File: config.mk
export PLATFORM = sky130hd
export DESIGN_NAME = lpp_phase_prescale
export DESIGN_NICKNAME = d
export VERILOG_FILES = /design/src/hdl/lpp_phase_prescale.v
export VERILOG_INCLUDE_DIRS = /design/src /design/src/hdl
export SDC_FILE = /design/constraint.sdc
export NUM_CORES = 1
export LEC_CHECK = 0
export BUFFER_PORTS_ARGS = -buffer_cell sky130_fd_sc_hd__buf_4
export CAP_MARGIN = 20
export CORE_MARGIN = 5
export CORE_UTILIZATION = 52
export DETAILED_ROUTE_END_ITERATION = 8
export PLACE_DENSITY = 0.73
export SLEW_MARGIN = 20
export SYNTH_ARGS = -nofsm -noshare
export SYNTH_HDL_FRONTEND = slang
export SYNTH_SLANG_ARGS = --single-unit
File: constraint.sdc
create_clock -name core_clk -period 6.65 [get_ports core_clk]
set_clock_uncertainty 0.2 [all_clocks]
set_input_delay 1.33 -clock core_clk [delete_from_list [all_inputs] [get_ports core_clk]]
set_output_delay 1.33 -clock core_clk [all_outputs]
set_load 0.1 [all_outputs]
File: src/hdl/lpp_map.vh
// Purpose: Register map and constants of the phase/prescale control block
// Assumes: APB, 32-bit data, one aligned word per register
// Notes:   Unlisted bits read as zero
`ifndef LPP_MAP_VH
`define LPP_MAP_VH
`define LPP_OFS_PHASE_PRESCALE 12'h000
`define LPP_OFS_CONTROL        12'h004
`define LPP_OFS_IRQ_STATUS     12'h008
`define LPP_OFS_IRQ_CLEAR      12'h00C
`define LPP_OFS_IRQ_ENABLE     12'h010
`define LPP_OFS_PIXEL_BASE     12'h040
`define LPP_PIXEL_COUNT        12
`define LPP_BIT_WAVEFORM       7
`define LPP_BIT_BIAS           6
`define LPP_BIT_ACTIVE         5
`define LPP_BIT_WALLOW         4
`define LPP_PRESCALE_MSB       3
`define LPP_BIT_ENABLE         0
`define LPP_COMMON_LSB         1
`define LPP_COMMON_MSB         2
`define LPP_IRQ_WRITE_FAIL_ERROR           0
`define LPP_IRQ_FRAME          1
`define LPP_IRQ_WIDTH          2
`define LPP_RST_PHASE_PRESCALE 8'h00
`define LPP_RST_CONTROL        3'h0
`define LPP_RST_IRQ            2'h0
`define LPP_RST_PIXEL          8'h00
`endif

File: src/hdl/lpp_phase_prescale.v
// Purpose: Phase/prescale control and status of a segment display driver, with pixel store
// Assumes: APB slave on core_clk; lcd_tick is a one-cycle pulse from the selected clock source
// Notes:   prdata, pready and pslverr come from flops; every access has no extra wait state
//
// How it works
// - Type-B: phase flips only at frame boundaries
// - Type-A: phase flips within each common slot
// - Read-only active status, resets to zero
// - Read-only write-allow status, resets to zero
// - Four-bit prescaler, 1111 divides by sixteen
// - Blocked pixel write sets sticky error flag
//
// The APB interface to the registers and the register offsets were left to the implementer.
`timescale 1ns/10ps
`include "lpp_map.vh"
`default_nettype none

module lpp_phase_prescale (
  // Clock and reset
  input  wire        core_clk,
  input  wire        rstn,
  // APB slave
  input  wire        psel,
  input  wire        penable,
  input  wire        pwrite,
  input  wire [11:0] paddr,
  input  wire [31:0] pwdata,
  output reg  [31:0] prdata,
  output reg         pready,
  output reg         pslverr,
  // Clock source tick
  input  wire        lcd_tick,
  // Drive side
  output reg         frame_tick,
  output reg         drive_phase,
  output reg  [1:0]  common_idx,
  output reg  [1:0]  common_count_sel,
  output reg         bias_mode_sel,
  output reg  [23:0] segment_row,
  output reg         write_fail_error,
  // Interrupt
  output reg         irq
);

  reg        rst_meta_r;
  reg        rst_sync_r;
  reg        waveform_type_sel_r;
  reg        bias_mode_sel_r;
  reg  [3:0] prescaler_sel_r;
  reg        driver_enable_r;
  reg  [1:0] common_count_sel_r;
  reg        driver_active_flag_r;
  reg        write_allow_flag_r;
  reg  [3:0] pre_cnt_r;
  reg  [1:0] com_r;
  reg        half_r;
  reg        phase_r;
  reg  [`LPP_IRQ_WIDTH-1:0] irq_status_r;
  reg  [`LPP_IRQ_WIDTH-1:0] irq_enable_r;
  reg  [7:0] pixel_data_regs [0:`LPP_PIXEL_COUNT-1];
  reg  [31:0] rdata_nxt;
  reg        rd_err_nxt;
  reg  [`LPP_IRQ_WIDTH-1:0] irq_status_nxt;

  localparam [7:0] rst_pp_val  = `LPP_RST_PHASE_PRESCALE;
  localparam [2:0] rst_ctl_val = `LPP_RST_CONTROL;

  wire       setup_ph = psel & ~penable;
  wire       wr_done  = psel & penable & pready & pwrite;
  wire [11:0] pix_ofs = paddr - `LPP_OFS_PIXEL_BASE;
  wire       pix_hit  = (paddr >= `LPP_OFS_PIXEL_BASE) && (pix_ofs[1:0] == 2'h0) &&
                        (pix_ofs[11:2] < `LPP_PIXEL_COUNT);
  wire [3:0] pix_idx  = pix_ofs[5:2];
  wire       pix_wr   = wr_done & pix_hit;
  wire       pre_wrap = lcd_tick & (pre_cnt_r == prescaler_sel_r);
  // Greater-or-equal also wraps a slot index left above a newly lowered count
  wire       com_last = (com_r >= common_count_sel_r);
  // Type-A spends two ticks in each common slot, type-B one
  wire       slot_end = waveform_type_sel_r ? 1'b1 : half_r;
  wire       frame_end = driver_active_flag_r & pre_wrap & slot_end & com_last;

  // Reset release through two flops
  always @(posedge core_clk or negedge rstn)
  begin
    if (!rstn)
    begin
      rst_meta_r <= 1'b0;
      rst_sync_r <= 1'b0;
    end
    else
    begin
      rst_meta_r <= 1'b1;
      rst_sync_r <= rst_meta_r;
    end
  end

  // Software registers
  always @(posedge core_clk or negedge rst_sync_r)
  begin
    if (!rst_sync_r)
    begin
      waveform_type_sel_r <= rst_pp_val[`LPP_BIT_WAVEFORM];
      bias_mode_sel_r     <= 1'b0;
      prescaler_sel_r     <= 4'h0;
      driver_enable_r     <= 1'b0;
      common_count_sel_r  <= 2'h0;
      irq_enable_r        <= `LPP_RST_IRQ;
    end
    else if (wr_done)
    begin
      case (paddr)
        `LPP_OFS_PHASE_PRESCALE:
        begin
          waveform_type_sel_r <= pwdata[`LPP_BIT_WAVEFORM];
          bias_mode_sel_r     <= pwdata[`LPP_BIT_BIAS];
          prescaler_sel_r     <= pwdata[`LPP_PRESCALE_MSB:0];
        end
        `LPP_OFS_CONTROL:
        begin
          driver_enable_r    <= pwdata[`LPP_BIT_ENABLE];
          common_count_sel_r <= pwdata[`LPP_COMMON_MSB:`LPP_COMMON_LSB];
        end
        `LPP_OFS_IRQ_ENABLE:
          irq_enable_r <= pwdata[`LPP_IRQ_WIDTH-1:0];
        default:
          irq_enable_r <= irq_enable_r;
      endcase
    end
  end

  // Pixel store; a write while writes are not allowed is dropped
  integer i;
  always @(posedge core_clk or negedge rst_sync_r)
  begin
    if (!rst_sync_r)
    begin
      for (i = 0; i < `LPP_PIXEL_COUNT; i = i + 1)
        pixel_data_regs[i] <= `LPP_RST_PIXEL;
    end
    else if (pix_wr && write_allow_flag_r)
    begin
      pixel_data_regs[pix_idx] <= pwdata[7:0];
    end
  end

  // Prescaler and phase sequencer
  always @(posedge core_clk or negedge rst_sync_r)
  begin
    if (!rst_sync_r)
    begin
      pre_cnt_r            <= 4'h0;
      com_r                <= 2'h0;
      half_r               <= 1'b0;
      phase_r              <= 1'b0;
      driver_active_flag_r <= 1'b0;
      write_allow_flag_r   <= 1'b0;
    end
    else
    begin
      // Division ratio is prescaler_sel + 1
      if (!driver_active_flag_r || pre_wrap)
        pre_cnt_r <= 4'h0;
      else if (lcd_tick)
        pre_cnt_r <= pre_cnt_r + 4'h1;
      if (!driver_active_flag_r)
      begin
        com_r   <= 2'h0;
        half_r  <= 1'b0;
        phase_r <= 1'b0;
      end
      else if (pre_wrap)
      begin
        if (waveform_type_sel_r)
        begin
          half_r <= 1'b0;
          if (com_last)
            phase_r <= ~phase_r;
        end
        else
        begin
          half_r  <= ~half_r;
          phase_r <= ~phase_r;
        end
        if (slot_end)
          com_r <= com_last ? 2'h0 : com_r + 2'h1;
      end
      // Start at once, stop only at a frame boundary so the glass sees no DC
      if (driver_enable_r)
        driver_active_flag_r <= 1'b1;
      else if (frame_end || !driver_active_flag_r)
        driver_active_flag_r <= 1'b0;
      // Writes are held off in the cycle after the sequencer steps
      write_allow_flag_r <= ~(driver_active_flag_r & lcd_tick &
                              (pre_cnt_r == prescaler_sel_r));
    end
  end

  // Sticky events: set wins over a clear in the same cycle
  always @*
  begin
    irq_status_nxt = irq_status_r;
    if (wr_done && paddr == `LPP_OFS_IRQ_CLEAR)
      irq_status_nxt = irq_status_r & ~pwdata[`LPP_IRQ_WIDTH-1:0];
    if (pix_wr && !write_allow_flag_r)
      irq_status_nxt[`LPP_IRQ_WRITE_FAIL_ERROR] = 1'b1;
    if (frame_end)
      irq_status_nxt[`LPP_IRQ_FRAME] = 1'b1;
  end

  always @(posedge core_clk or negedge rst_sync_r)
  begin
    if (!rst_sync_r)
      irq_status_r <= `LPP_RST_IRQ;
    else
      irq_status_r <= irq_status_nxt;
  end

  // Read mux
  always @*
  begin
    rdata_nxt  = 32'h0000_0000;
    rd_err_nxt = 1'b0;
    case (paddr)
      `LPP_OFS_PHASE_PRESCALE:
        rdata_nxt[7:0] = {waveform_type_sel_r, bias_mode_sel_r, driver_active_flag_r,
                          write_allow_flag_r, prescaler_sel_r};
      `LPP_OFS_CONTROL:
        rdata_nxt[2:0] = {common_count_sel_r, driver_enable_r};
      `LPP_OFS_IRQ_STATUS:
        rdata_nxt[`LPP_IRQ_WIDTH-1:0] = irq_status_r;
      `LPP_OFS_IRQ_CLEAR:
        rdata_nxt = 32'h0000_0000;
      `LPP_OFS_IRQ_ENABLE:
        rdata_nxt[`LPP_IRQ_WIDTH-1:0] = irq_enable_r;
      default:
      begin
        if (pix_hit)
          rdata_nxt[7:0] = pixel_data_regs[pix_idx];
        else
          rd_err_nxt = 1'b1;
      end
    endcase
  end

  // APB answer: ready in the first access cycle
  always @(posedge core_clk or negedge rst_sync_r)
  begin
    if (!rst_sync_r)
    begin
      prdata  <= 32'h0000_0000;
      pready  <= 1'b0;
      pslverr <= 1'b0;
    end
    else
    begin
      pready  <= setup_ph;
      pslverr <= setup_ph & rd_err_nxt;
      if (setup_ph && !pwrite)
        prdata <= rdata_nxt;
    end
  end

  // Drive-side outputs
  always @(posedge core_clk or negedge rst_sync_r)
  begin
    if (!rst_sync_r)
    begin
      frame_tick       <= 1'b0;
      drive_phase      <= 1'b0;
      common_idx       <= 2'h0;
      common_count_sel <= rst_ctl_val[`LPP_COMMON_MSB:`LPP_COMMON_LSB];
      bias_mode_sel    <= 1'b0;
      segment_row      <= 24'h00_0000;
      write_fail_error <= 1'b0;
      irq              <= 1'b0;
    end
    else
    begin
      frame_tick       <= driver_active_flag_r & pre_wrap;
      drive_phase      <= phase_r;
      common_idx       <= com_r;
      common_count_sel <= common_count_sel_r;
      bias_mode_sel    <= bias_mode_sel_r;
      segment_row      <= {pixel_data_regs[{com_r, 1'b0} + com_r + 4'h2],
                           pixel_data_regs[{com_r, 1'b0} + com_r + 4'h1],
                           pixel_data_regs[{com_r, 1'b0} + com_r]};
      write_fail_error <= irq_status_nxt[`LPP_IRQ_WRITE_FAIL_ERROR];
      irq              <= |(irq_status_nxt & irq_enable_r);
    end
  end

endmodule

`default_nettype wire

### After elaboration in Yosys (flattened, before gate mapping)

Cells that the tools add are included.

* add/subtract/negate cells: 7
* magnitude comparators: 8
* equal/unequal tests: 8
* multiplexer cells: 40
* bitwise logic cells: 23
* reduce and logical (&&, ||, !) cells: 25

Operators with widths (number)
* 8-bit binary-select mux with 4-bit select: 4
* 96-bit bitwise mux: 1
* 8-bit two-way mux: 10
* 8-bit demux with 4-bit select: 1
* 12-bit by 4-bit == test with 1-bit output (second input constant): 2
* 5-bit >= comparator (second input constant): 3
* 4-bit inverter with 5-bit output: 3
* 1-bit two-way mux: 14
* 1-bit bitwise AND: 12
* 12-bit by 3-bit == test with 1-bit output (second input constant): 1
* 12-bit by 5-bit == test with 1-bit output (second input constant): 1
* 12-bit by 7-bit >= comparator with 1-bit output (second input constant): 1
* 12-bit logical NOT: 1
* 12-bit by 7-bit subtractor with 12-bit output (second input constant): 1
* 10-bit by 4-bit less-than comparator with 1-bit output (second input constant): 1
* 2-bit two-way mux: 5
* 2-bit one-hot mux with 5 select lines: 1
* 5-bit one-hot mux with 2 select lines: 1
* 2-bit AND reduction: 5
* 4-bit by 1-bit adder with 4-bit output (second input constant): 2
* 4-bit two-way mux: 2
* 1-bit logical AND: 7
* 4-bit by 5-bit >= comparator with 1-bit output (second input constant): 1
* 5-bit by 1-bit less-than comparator with 1-bit output (second input constant): 1
* 21 further kinds: 30

* bits in registers: 164
* bits of input ports: 50
* word-level logic and storage cells: 149

### Logic depth before layout (Yosys ltp)

Gate-level depths: netlist of run 1.

* depth after elaboration: 9
* mapped depth: 12
* mapped depth without buffers: 7

### Least setup slack after synthesis of run 1

Ideal clock, no wire load.

* path kind: register to register
* start point: register com_r[0]
* end point: register segment_row[21]
* library setup time: 136 ps
* arrival: 2865 ps
* data required time: 6314 ps
* setup slack: 3448 ps
* cell stages (with the launch flop): 12
* path buffers: 7
* period minus slack after synthesis: 3202 ps
* cell sequence: dfrtp_1 > clkbuf_1 > buf_2 > buf_2 > buf_2 > inv_1 > ha_1 > clkbuf_1 > clkbuf_1 > clkbuf_1 > mux2i_1 > o22ai_1

* cells in the longest elaborated chain, start to end: 6

Ends and longest elaborated chain
* from (decl): RTL line lpp_phase_prescale.v:55 `reg [1:0] com_r;`
* from (signal assigned): RTL line lpp_phase_prescale.v:185 `com_r <= com_last ? 2'h0 : com_r + 2'h1;`
* 3-bit by 2-bit adder with 4-bit output: RTL line lpp_phase_prescale.v:284 `segment_row <= {pixel_data_regs[{com_r, 1'b0} + com_r + 4'h2],`
* 4-bit by 2-bit adder with 4-bit output: RTL line lpp_phase_prescale.v:284
* 4-bit inverter with 5-bit output (implied by the code): RTL line lpp_phase_prescale.v:284
* 8-bit binary-select mux with 4-bit select: RTL line lpp_phase_prescale.v:284
* 8-bit two-way mux (implied by the code) (2 in a row): RTL line lpp_phase_prescale.v:284
* to (signal assigned): RTL line lpp_phase_prescale.v:284
* to (decl): RTL line lpp_phase_prescale.v:39 `output reg [23:0] segment_row,`

No other way between the ends. The select of a mux whose other input is x is not followed.
A chain may end at the register's enable or synchronous reset.

### Final worst setup path of run 1

* start point: input port paddr[7]
* end point: register pixel_data_regs[78] (netlist bit)

* cells in the longest elaborated chain, start to end: 5

Ends and longest elaborated chain
* from (decl): RTL line lpp_phase_prescale.v:26 `input wire [11:0] paddr,`
* 12-bit by 7-bit subtractor with 12-bit output (no source line) or 12-bit by 7-bit >= comparator with 1-bit output (tied branches)
* 10-bit by 4-bit less-than comparator with 1-bit output (no source line) or 1-bit logical AND (tied branches)
* 1-bit logical AND (*): RTL line lpp_phase_prescale.v:71 `` wire pix_hit = (paddr >= `LPP_OFS_PIXEL_BASE) && (pix_ofs[1:0] == 2'h0) && ``
* 1-bit bitwise AND (*): RTL line lpp_phase_prescale.v:74 `wire pix_wr = wr_done & pix_hit;`
* 1-bit logical AND (*): RTL line lpp_phase_prescale.v:140 `else if (pix_wr && write_allow_flag_r)`
* to (signal, indexed assignment): RTL line lpp_phase_prescale.v:138 `` pixel_data_regs[i] <= `LPP_RST_PIXEL; ``
* to (signal, indexed assignment): RTL line lpp_phase_prescale.v:142 `pixel_data_regs[pix_idx] <= pwdata[7:0];`
* to (decl): RTL line lpp_phase_prescale.v:60 `` reg [7:0] pixel_data_regs [0:`LPP_PIXEL_COUNT-1]; ``

Mark *: on every way between the ends. The rest lies on a longest branch, timed or not.

==> impl_metrics.yaml, run 1 <==
status:
  outcome: "completed"
timing:
  setup_slack_ns: 2.33
  max_freq_ghz: 0.231
  worstMarginPinSlew_ns: 1.06
  hold_viol: 0
  relSlewSlack_pct: 29.4
  fin_crit_sh_pct: 65.0
  rsz0062_at_grt: "false"
  maxSlewViolCount: 0
  final.min_clock_period_ns: 4.32
  setup-violations-final: 0
  setup_tns_ns: 0
critical_path:
  path_buf_inv: 1
  crit_family: "simple AND/OR/NAND/NOR gates"
  crit_path_start_kind: "input port"
  critPathKind: "in -> reg"
  cp_data_required_time_ns: 6.76
  cp_slowest_stage_delay_ns: 0.94
  path_cells: "buf_4 > nor3_1 > and4_1 > and3_1 > nand3_2 > mux2_2"
  crit_path_max_fanout: 12
  cp-end-kind: "flop"
  worstPathArrival_ns: 4.43
  cpMaxStageDelayCell: "and3_1"
clock_network:
  cts_made_buffers: 17
  htreeDepth: 4
  cts_root_buf: "clkbuf_16"
  cts_resized: 0
  clkTransAtPathRegs_ns: 0.07
  hold_buffers: 0
  cts_setup_buffers: 0
  cts_sinks: 163
  clkLatencyLatePin_ns: 0.43
  cts_tree: "yes"
  clock_path_buffers: 2
detailed_routing:
  wirelength_mm: 22.8
  wl_met1_mm: 9.03
  vias: 5863
  wl_met3_mm: 1.92
  avgRoutedWirePerCell_um: 24.4
  route.top_layer_used: "met4"
  viasPerCell: 6.26
  drc_errors: 0
  firstDrtPassIters: 5
  drtIter0Drc: 495
  postRouteAntennaNets: 0
  wl_met2_mm: 11.0
logic_synthesis:
  syn_area_per_cell_um2: 13.7
  synthTopCellsByCount: "dfrtp_1, mux2_2, mux4_2"
  synth_top_area_share_pct: 45.6
  yosysTopAreaCell: "dfrtp_1"
  synth_top_family_by_area: "multiplexers"
  synth-xor-area-share_pct: 0.784
  ys_warn_count: 0
  synth_compound_area_share_pct: 4.77
  ys_seq_area_share_pct: 45.6
  synth_mux_area_share_pct: 35.5
  synth_edf_count: 0
  yosysUniqueCellTypes: 48
  syn-cell-area_mm2: 0.00894
  ys_ff_latch: 163
  synth.area.top_cells: "dfrtp_1, mux4_2, mux2_2"
  syn_inst: 653
  synth-simple-area-share_pct: 7.16
  yosysMostFrequentCell: "dfrtp_1"
  synthAdderAreaFrac_pct: 0.980
  async_flop_share_pct: 100
  synthFlopType: "dfrtp_1"
power:
  irDropWorstVdd_mv: 0.193
  p_leak_nw: 4.69
  total_power_w: 0.00288
  powerDensity_mw_per_mm2: 285
final_layout:
  diodes: 0
  n_fill_cell: 1307
  layout-drive-gt1-share_pct: 42.9
  multi_input_area_mm2: 0.00450
  seq_area_mm2: 0.00409
  areaGrowthSynthToFinish_pct: 12.9
  nets: 755
die:
  start_util_pct: 52.4
  io_pins: 117
  die_w_um: 141
  dieArea_mm2: 0.0199
  num_rows: 48
  core_mm2: 0.0171
  die_height_um: 141
grt:
  grt_first_pass_wirelength_mm: 35.3
  grt_max_degree: 64
  track_usage_pct: 23.6
  grt-ovfl-total: 0
  antenna_found_initial: 0
  grt_pass1_vias: 5901
placement:
  gp_congestion: 0.888
  io_buffers: 68
  dp_hpwl_mm: 14.6
  dp_slack_ns: 1.93
worst_hold_path:
  holdCritPathClass: "reg -> reg"
run:
  maxCapViolCount: 0
area by class of cell:
class / instances / share of cell area [%]
clock inverter: 12 / 1.78
inverter: 16 / 0.595
tap: 225 / 2.79
timing repair buffer: 73 / 5.43
sequential: 163 / 40.5
clock buffer: 20 / 4.42
multi-input combinational: 427 / 44.5
worst register-to-register path: cells and delay by family (launching register included):
family	cells	cell delay, ns
adders and majority gates	1	1.03
buffers and inverters	1	0.68
DFF	1	0.64
and+or+nand+nor	1	0.55
AOI/OAI and AO/OA	1	0.28
logic make-up after synthesis:
| group | Yosys count |
|---|---|
| AOI/OAI and AO/OA | 66 |
| xor gates and xnor gates | 8 |
| adders and majority gates | 7 |
| buffers and inverters | 86 |
| DFF | 163 |
| muxes | 218 |
| other | 2 |
| and+or+nand+nor | 103 |
cells in the final DEF (no fill, tap or decap), drive strengths merged, types with 5 or more instances in the layout:
| master | n |
|---|---|
| a21oi | 8 |
| a22o | 5 |
| buf | 73 |
| clkbuf | 20 |
| clkinvlp | 5 |
| conb | 25 |
| dfrtp | 163 |
| ha | 7 |
| inv | 17 |
| mux2 | 123 |
| mux2i | 35 |
| mux4 | 60 |
| nand2 | 31 |
| nand3 | 16 |
| nor2 | 24 |
| nor2b | 6 |
| nor3 | 8 |
| o21ai | 19 |
| o22ai | 12 |
| xnor2 | 5 |
per-layer routing:
metal | global-route usage [%] | vias to the layer above
li1 | - | 2487
met4 | 9.79 | 0
met1 | 31.7 | 3011
met2 | 37.0 | 309
met3 | 5.90 | 56
met5 | 0 | -
report_power, final:
group / internal (W) / total [W] / leakage [nW] / switching [W]
combinational: 0.000226 / 0.000728 / 2.17 / 0.000501
sequential: 0.00103 / 0.00110 / 2.23 / 0.0000645
clock: 0.000639 / 0.00105 / 0.289 / 0.000412
total: 0.00190 / 0.00288 / 4.69 / 0.000977
path summary, 6_finish.rpt:
| check | cells past startpoint | from | to | slack, ns |
|---|---|---|---|---|
| max reg2reg | 4 | com_r[0] | segment_row[16] | 3.11 |
| min in group asynchronous | 0 | rst_sync_r | prdata[7] | 0.23 |
| min | 0 | rst_meta_r | rst_sync_r | 0.16 |
| min reg2reg | 0 | rst_meta_r | rst_sync_r | 0.16 |
| max in group asynchronous | 1 | rst_sync_r | com_r[0] | 4.73 |
| max | 6 | paddr[7] | pixel_data_regs[78] | 2.33 |
registers in the layout, indices dropped and copies added (netlist names), 2 cells and up:
signal              flops
irq_status_r            2
irq_enable_r            2
segment_row            24
common_count_sel_r      2
pre_cnt_r               4
prescaler_sel_r         4
common_count_sel        2
common_idx              2
prdata                  8
com_r                   2
pixel_data_regs        96
metrics by stage:
stage,instances,hold slack (ns),cell area [um^2],util (%)
floorplan,676,0.131,9030,-
global placement,904,0.139,9470,55.5
detailed placement,904,0.152,9470,55.5
CTS,936,0.170,10100,59.2
global route,936,0.176,10100,59.2
finish,936,0.164,10100,59.2
No activity file was read; power rests on OpenSTA's default activity.
==> inputs of run 2 (changes only) <==
- ABC_AREA: not set -> 1
- PLACE_DENSITY: 0.73 -> 0.76
- clock period: 6.65 -> 3.47 ns (I/O delays scaled with it)
==> run 2 against run 1 <==
Count of clock-buffer cells in the layout grew 2; die area grew 1.6%; critical endpoint is now segment_row[18]; critical path type is now reg -> reg; sequential power grew 76%.
==> impl_metrics.yaml, run 2 <==
detailed_routing:
  vias: 8231
  postRouteAntennaNets: 0
  firstDrtPassIters: 5
  viasPerCell: 5.46
  avgRoutedWirePerCell_um: 17.1
  drtIter0Drc: 996
  wirelength_mm: 25.8
  drc_errors: 0
critical_path:
  crit_path_start_kind: "flop"
  rrSetupSlack_ns: 0.74
  cp-end-kind: "flop"
  reg2regPathDepth: 7
  r2r_end: "segment_row[18]"
  critPathKind: "reg -> reg"
  crit_path_max_fanout: 23
  rr_startpoint: "com_r[1]"
  cp_data_required_time_ns: 3.58
  worstPathArrival_ns: 2.84
timing:
  max_freq_ghz: 0.366
  fin_crit_sh_pct: 78.8
  worstMarginPinSlew_ns: 0.895
  maxSlewViolCount: 0
  relSlewSlack_pct: 40.3
  rsz0062_at_grt: "false"
  setup_tns_ns: 0
  hold_viol: 0
  final.min_clock_period_ns: 2.73
  setup_slack_ns: 0.737
  setup-violations-final: 0
grt:
  grt_max_degree: 69
  track_usage_pct: 26.0
  antenna_found_initial: 0
  grt_first_pass_wirelength_mm: 40.7
  grt_pass1_vias: 7458
  grt-ovfl-total: 0
logic_synthesis:
  synth_edf_count: 0
  syn_inst: 1231
  ys_ff_latch: 163
  ys_seq_area_share_pct: 44.9
  async_flop_share_pct: 100
  yosysUniqueCellTypes: 37
  synth_top_area_share_pct: 44.9
  synthFlopType: "dfrtp_1"
  synthTopCellsByCount: "nand2_1, dfrtp_1, o21ai_0"
  yosysMostFrequentCell: "nand2_1"
  syn_area_per_cell_um2: 7.38
  syn-cell-area_mm2: 0.00909
  synth.area.top_cells: "dfrtp_1, nand2_1, o21ai_0"
  ys_warn_count: 0
  yosysTopAreaCell: "dfrtp_1"
worst_hold_path:
  hold-path-endpoint: "rst_sync_r"
  holdCritPathClass: "reg -> reg"
  min_delay_path_depth: 0
  hp-start: "rst_meta_r"
die:
  die_w_um: 142
  dieArea_mm2: 0.0202
  die_height_um: 142
  io_pins: 117
  core_mm2: 0.0172
  start_util_pct: 52.7
  num_rows: 48
final_layout:
  layout-drive-gt1-share_pct: 12.8
  areaGrowthSynthToFinish_pct: 11.6
  largest_reg_flops: 96
  reg.largest.list: "pixel_data_regs (96), segment_row (24), prdata (8)"
  largest-register: "pixel_data_regs"
  design_area_mm2: 0.0101
  layout_commonest_cell: "nand2_1"
  diodes: 0
  n_fill_cell: 1569
  nets: 1327
  mostFrequentLayoutCells: "nand2_1, dfrtp_1, o21ai_0"
power:
  irDropWorstVdd_mv: 0.307
  total_power_w: 0.00426
  p_leak_nw: 5.11
  powerDensity_mw_per_mm2: 420
clock_network:
  cts_root_buf: "clkbuf_16"
  clock_path_buffers: 2
  cts_setup_buffers: 0
  htreeDepth: 4
  clkLatencyLatePin_ns: 0.43
  clkTransAtPathRegs_ns: 0.06
  cts_tree: "yes"
  cts_sinks: 163
  cts_resized: 0
  cts_made_buffers: 17
  hold_buffers: 1
placement:
  gp_congestion: 0.952
  io_buffers: 68
  dp_slack_ns: 0.706
  dp_hpwl_mm: 18.0
  placed_area_mm2: 0.00957
run:
  maxCapViolCount: 0
status:
  outcome: "completed"
## run 2: routing by layer
layer	GRT usage [%]	share of wire, %	vias up	routed length, um
li1	-	-	3975	-
met1	37.5	42	3795	11000
met2	38.8	45	418	11700
met3	5.14	9.6	43	2490
met4	9.70	2.5	0	657
met5	0	0	-	0
## run 2: kinds of logic after synthesis
family / Yosys count / synth area share (%)
fa+ha+maj: 7 / 0.963
mux: 3 / 0.330
flops: 163 / 44.9
compound gates: 303 / 17.4
buf+inv: 197 / 10.6
other cells: 2 / 0.0826
xor+xnor: 4 / 0.385
simple gates: 552 / 25.4
## run 2: worst max-delay path, stage by stage (launching register included)
cell	delay, ns
dfrtp_1	0.48
ha_1	0.34
clkinv_1	0.64
buf_4	0.46
o21ai_0	0.19
nor2_1	0.05
o21ai_0	0.16
nand2_1	0.09
## run 2: layout make-up
type | count | area, um^2 | share of cell area (%)
tap | 225 | 282 | 2.78
timing repair buffer | 86 | 673 | 6.64
multi-input combinational | 894 | 4140 | 40.8
clock buffer | 22 | 464 | 4.58
sequential | 163 | 4080 | 40.3
inverter | 108 | 407 | 4.01
clock inverter | 10 | 100 | 0.987
## run 2: worst max path at each step
stage                    start                   to
global placement      paddr[2]  pixel_data_regs[65]
finish                com_r[1]      segment_row[18]
floorplan           rst_sync_r        bias_mode_sel
detailed placement    paddr[2]  pixel_data_regs[71]
global route          com_r[1]      segment_row[16]
CTS                   com_r[1]      segment_row[18]
## run 2: per-stage QoR
| stage | hold WS [ns] | instances | utilization, % |
|---|---|---|---|
| finish | 0.153 | 1508 | 58.9 |
| floorplan | 0.131 | 1254 | - |
| global route | 0.178 | 1508 | 58.9 |
| CTS | 0.153 | 1508 | 58.9 |
| detailed placement | 0.139 | 1475 | 55.5 |
| global placement | 0.133 | 1475 | 55.5 |
## run 2: where the power goes
group          internal, W  switching [W]  total [W]  leakage, nW
combinational    0.0000934       0.000405   0.000498         2.60
sequential         0.00192      0.0000246    0.00194         2.25
clock              0.00103       0.000786    0.00182        0.263
==> inputs of run 3 (changes only) <==
- ABC_AREA: 1 -> 0
- clock period: 3.47 -> 2.35 ns (I/O delays scaled with it)
==> run 3 against run 2 <==
Sequential share of layout area down 1.7 points; sequential power grew 57%; via count is 26% lower; global-route usage down 1.9 points; critical path type unchanged; critical endpoint is now segment_row[14].
==> impl_metrics.yaml, run 3 (synthesized netlist as in run 1, its figures left out) <==
status:
  outcome: "completed"
final_layout:
  reg.largest.list: "pixel_data_regs (96), segment_row (24), prdata (8)"
  areaGrowthSynthToFinish_pct: 18.5
  mostFrequentLayoutCells: "dfrtp_1, buf_4, mux2_2"
  layout-drive-gt1-share_pct: 46.9
  layout_commonest_cell: "dfrtp_1"
  nets: 799
  largest-register: "pixel_data_regs"
  diodes: 0
  largest_reg_flops: 96
power:
  p_comb_share_pct: 28.9
  pwr-share-clk_pct: 34.6
  irDropWorstVdd_mv: 0.550
  p_int_w: 0.00549
  switching_share_pct: 34.0
  seqPwrFrac_pct: 36.4
  total_power_w: 0.00833
  p_leak_nw: 4.97
  p_switching_w: 0.00284
  powerDensity_mw_per_mm2: 786
placement:
  io_buffers: 68
  dp_hpwl_mm: 15.9
  gp_congestion: 0.945
  dp_slack_ns: -0.180
clock_network:
  cts_tree: "yes"
  clock_path_buffers: 2
  cts_sinks: 163
  clkTransAtPathRegs_ns: 0.07
  cts_root_buf: "clkbuf_16"
  htreeDepth: 4
  cts_setup_buffers: 0
  clkLatencyLatePin_ns: 0.43
  cts_made_buffers: 17
die:
  start_util_pct: 52.4
  num_rows: 48
  io_pins: 117
  core_mm2: 0.0171
  die_w_um: 141
  dieArea_mm2: 0.0199
  die_height_um: 141
timing:
  rsz0062_at_grt: "false"
  maxSlewViolCount: 0
  setup-violations-final: 0
  max_freq_ghz: 0.451
  hold_viol: 0
  worstMarginPinSlew_ns: 0.656
  final.min_clock_period_ns: 2.22
  setup_slack_ns: 0.130
  fin_crit_sh_pct: 94.5
  relSlewSlack_pct: 56.3
critical_path:
  rr_startpoint: "com_r[1]"
  crit_end: "segment_row[14]"
  crit_path_start_kind: "flop"
  cp-end-kind: "flop"
  worstPathArrival_ns: 2.32
  crit_start: "com_r[1]"
  crit_path_max_fanout: 8
  rrSetupSlack_ns: 0.13
  critPathKind: "reg -> reg"
  cp_slowest_stage_delay_ns: 0.62
  cpMaxStageDelayCell: "ha_1"
  path_cells: "ha_1 > mux4_2 > nand2_1 > o21ai_0"
  r2r_end: "segment_row[14]"
  reg2regPathDepth: 4
  cp_data_required_time_ns: 2.45
detailed_routing:
  drtIter0Drc: 660
  vias: 6132
  postRouteAntennaNets: 0
  firstDrtPassIters: 5
  drc_errors: 0
  viasPerCell: 6.26
  wirelength_mm: 23.3
  avgRoutedWirePerCell_um: 23.8
worst_hold_path:
  holdCritPathClass: "reg -> async"
grt:
  grt_first_pass_wirelength_mm: 36.5
  antenna_found_initial: 0
  grt_pass1_vias: 6217
  grt_max_degree: 57
  grt-ovfl-total: 0
  track_usage_pct: 24.0
run:
  maxCapViolCount: 0
-- run 3: cell count changes in the layout (fill, tap and decap cells not counted), sizes merged, moves of 32 or more --
cell,delta
o21ai,-217
mux2,+123
mux2i,+32
inv,-90
nand2,-331
a21oi,-54
mux4,+60
nor2,-110
-- run 3: power groups by stage --
stage               combinational (W)  clock (W)  sequential [W]
global route                  0.00254    0.00303         0.00305
floorplan                     0.00158          0         0.00344
finish                        0.00241    0.00288         0.00304
global placement              0.00228          0         0.00308
detailed placement            0.00232          0         0.00309
CTS                           0.00232    0.00290         0.00304
-- run 3: repair_timing --
item                                    4_1_cts  5_1_grt
gates resized for setup                       0        2
endpoints found under the hold margin         2        0
hold buffers                                  1        0
endpoints found under the setup margin        0        1
-- run 3: routing by layer --
metal | GRT usage [%] | share of wire (%)
met1 | 32.4 | 39
met2 | 38.2 | 49
met3 | 5.63 | 8.2
met4 | 8.98 | 3.3
met5 | 0 | 0
-- run 3: layout make-up --
class | instances | area [um^2]
Timing Repair Buffer | 117 | 1020
Clock inverter | 12 | 155
Fill cell | 1270 | 6460
Clock buffer | 20 | 457
Multi-Input combinational cell | 427 | 4530
Inverter | 16 | 62.6
Sequential cell | 163 | 4090
Tap cell | 225 | 282
-- run 3: how the worst min path moves through the flow --
stage,slack [ns],end,from,cells past startpoint
floorplan,-0.03,rst_meta_r,rstn,0
detailed placement,0.05,common_count_sel_r[0],rst_sync_r,0
global route,0.02,pready,penable,2
finish,0.03,prdata[2],rst_sync_r,0
CTS,0.02,pready,penable,2
global placement,0.04,common_count_sel_r[0],rst_sync_r,0
-- run 3: critical path, delay by kind of cell, from the launching register on --
kind / cells / cell delay [ns]
multiplexers: 1 / 0.62
AND/OR/NAND/NOR: 1 / 0.09
adder cells (fa/ha/maj): 1 / 0.62
flip-flops: 1 / 0.45
AO/OA/AOI/OAI: 1 / 0.10
-- run 3: per-stage QoR --
step | util [%] | instance area (um^2) | TNS (ns) | hold WS [ns] | cells
floorplan | - | 9170 | -0.518 | -0.0256 | 676
global placement | 58.2 | 9930 | -9.55 | 0.0401 | 946
detailed placement | 58.2 | 9930 | -11.64 | 0.0483 | 946
CTS | 61.9 | 10600 | 0 | 0.0204 | 979
global route | 62.1 | 10600 | 0 | 0.0163 | 980
finish | 62.1 | 10600 | 0 | 0.0326 | 980
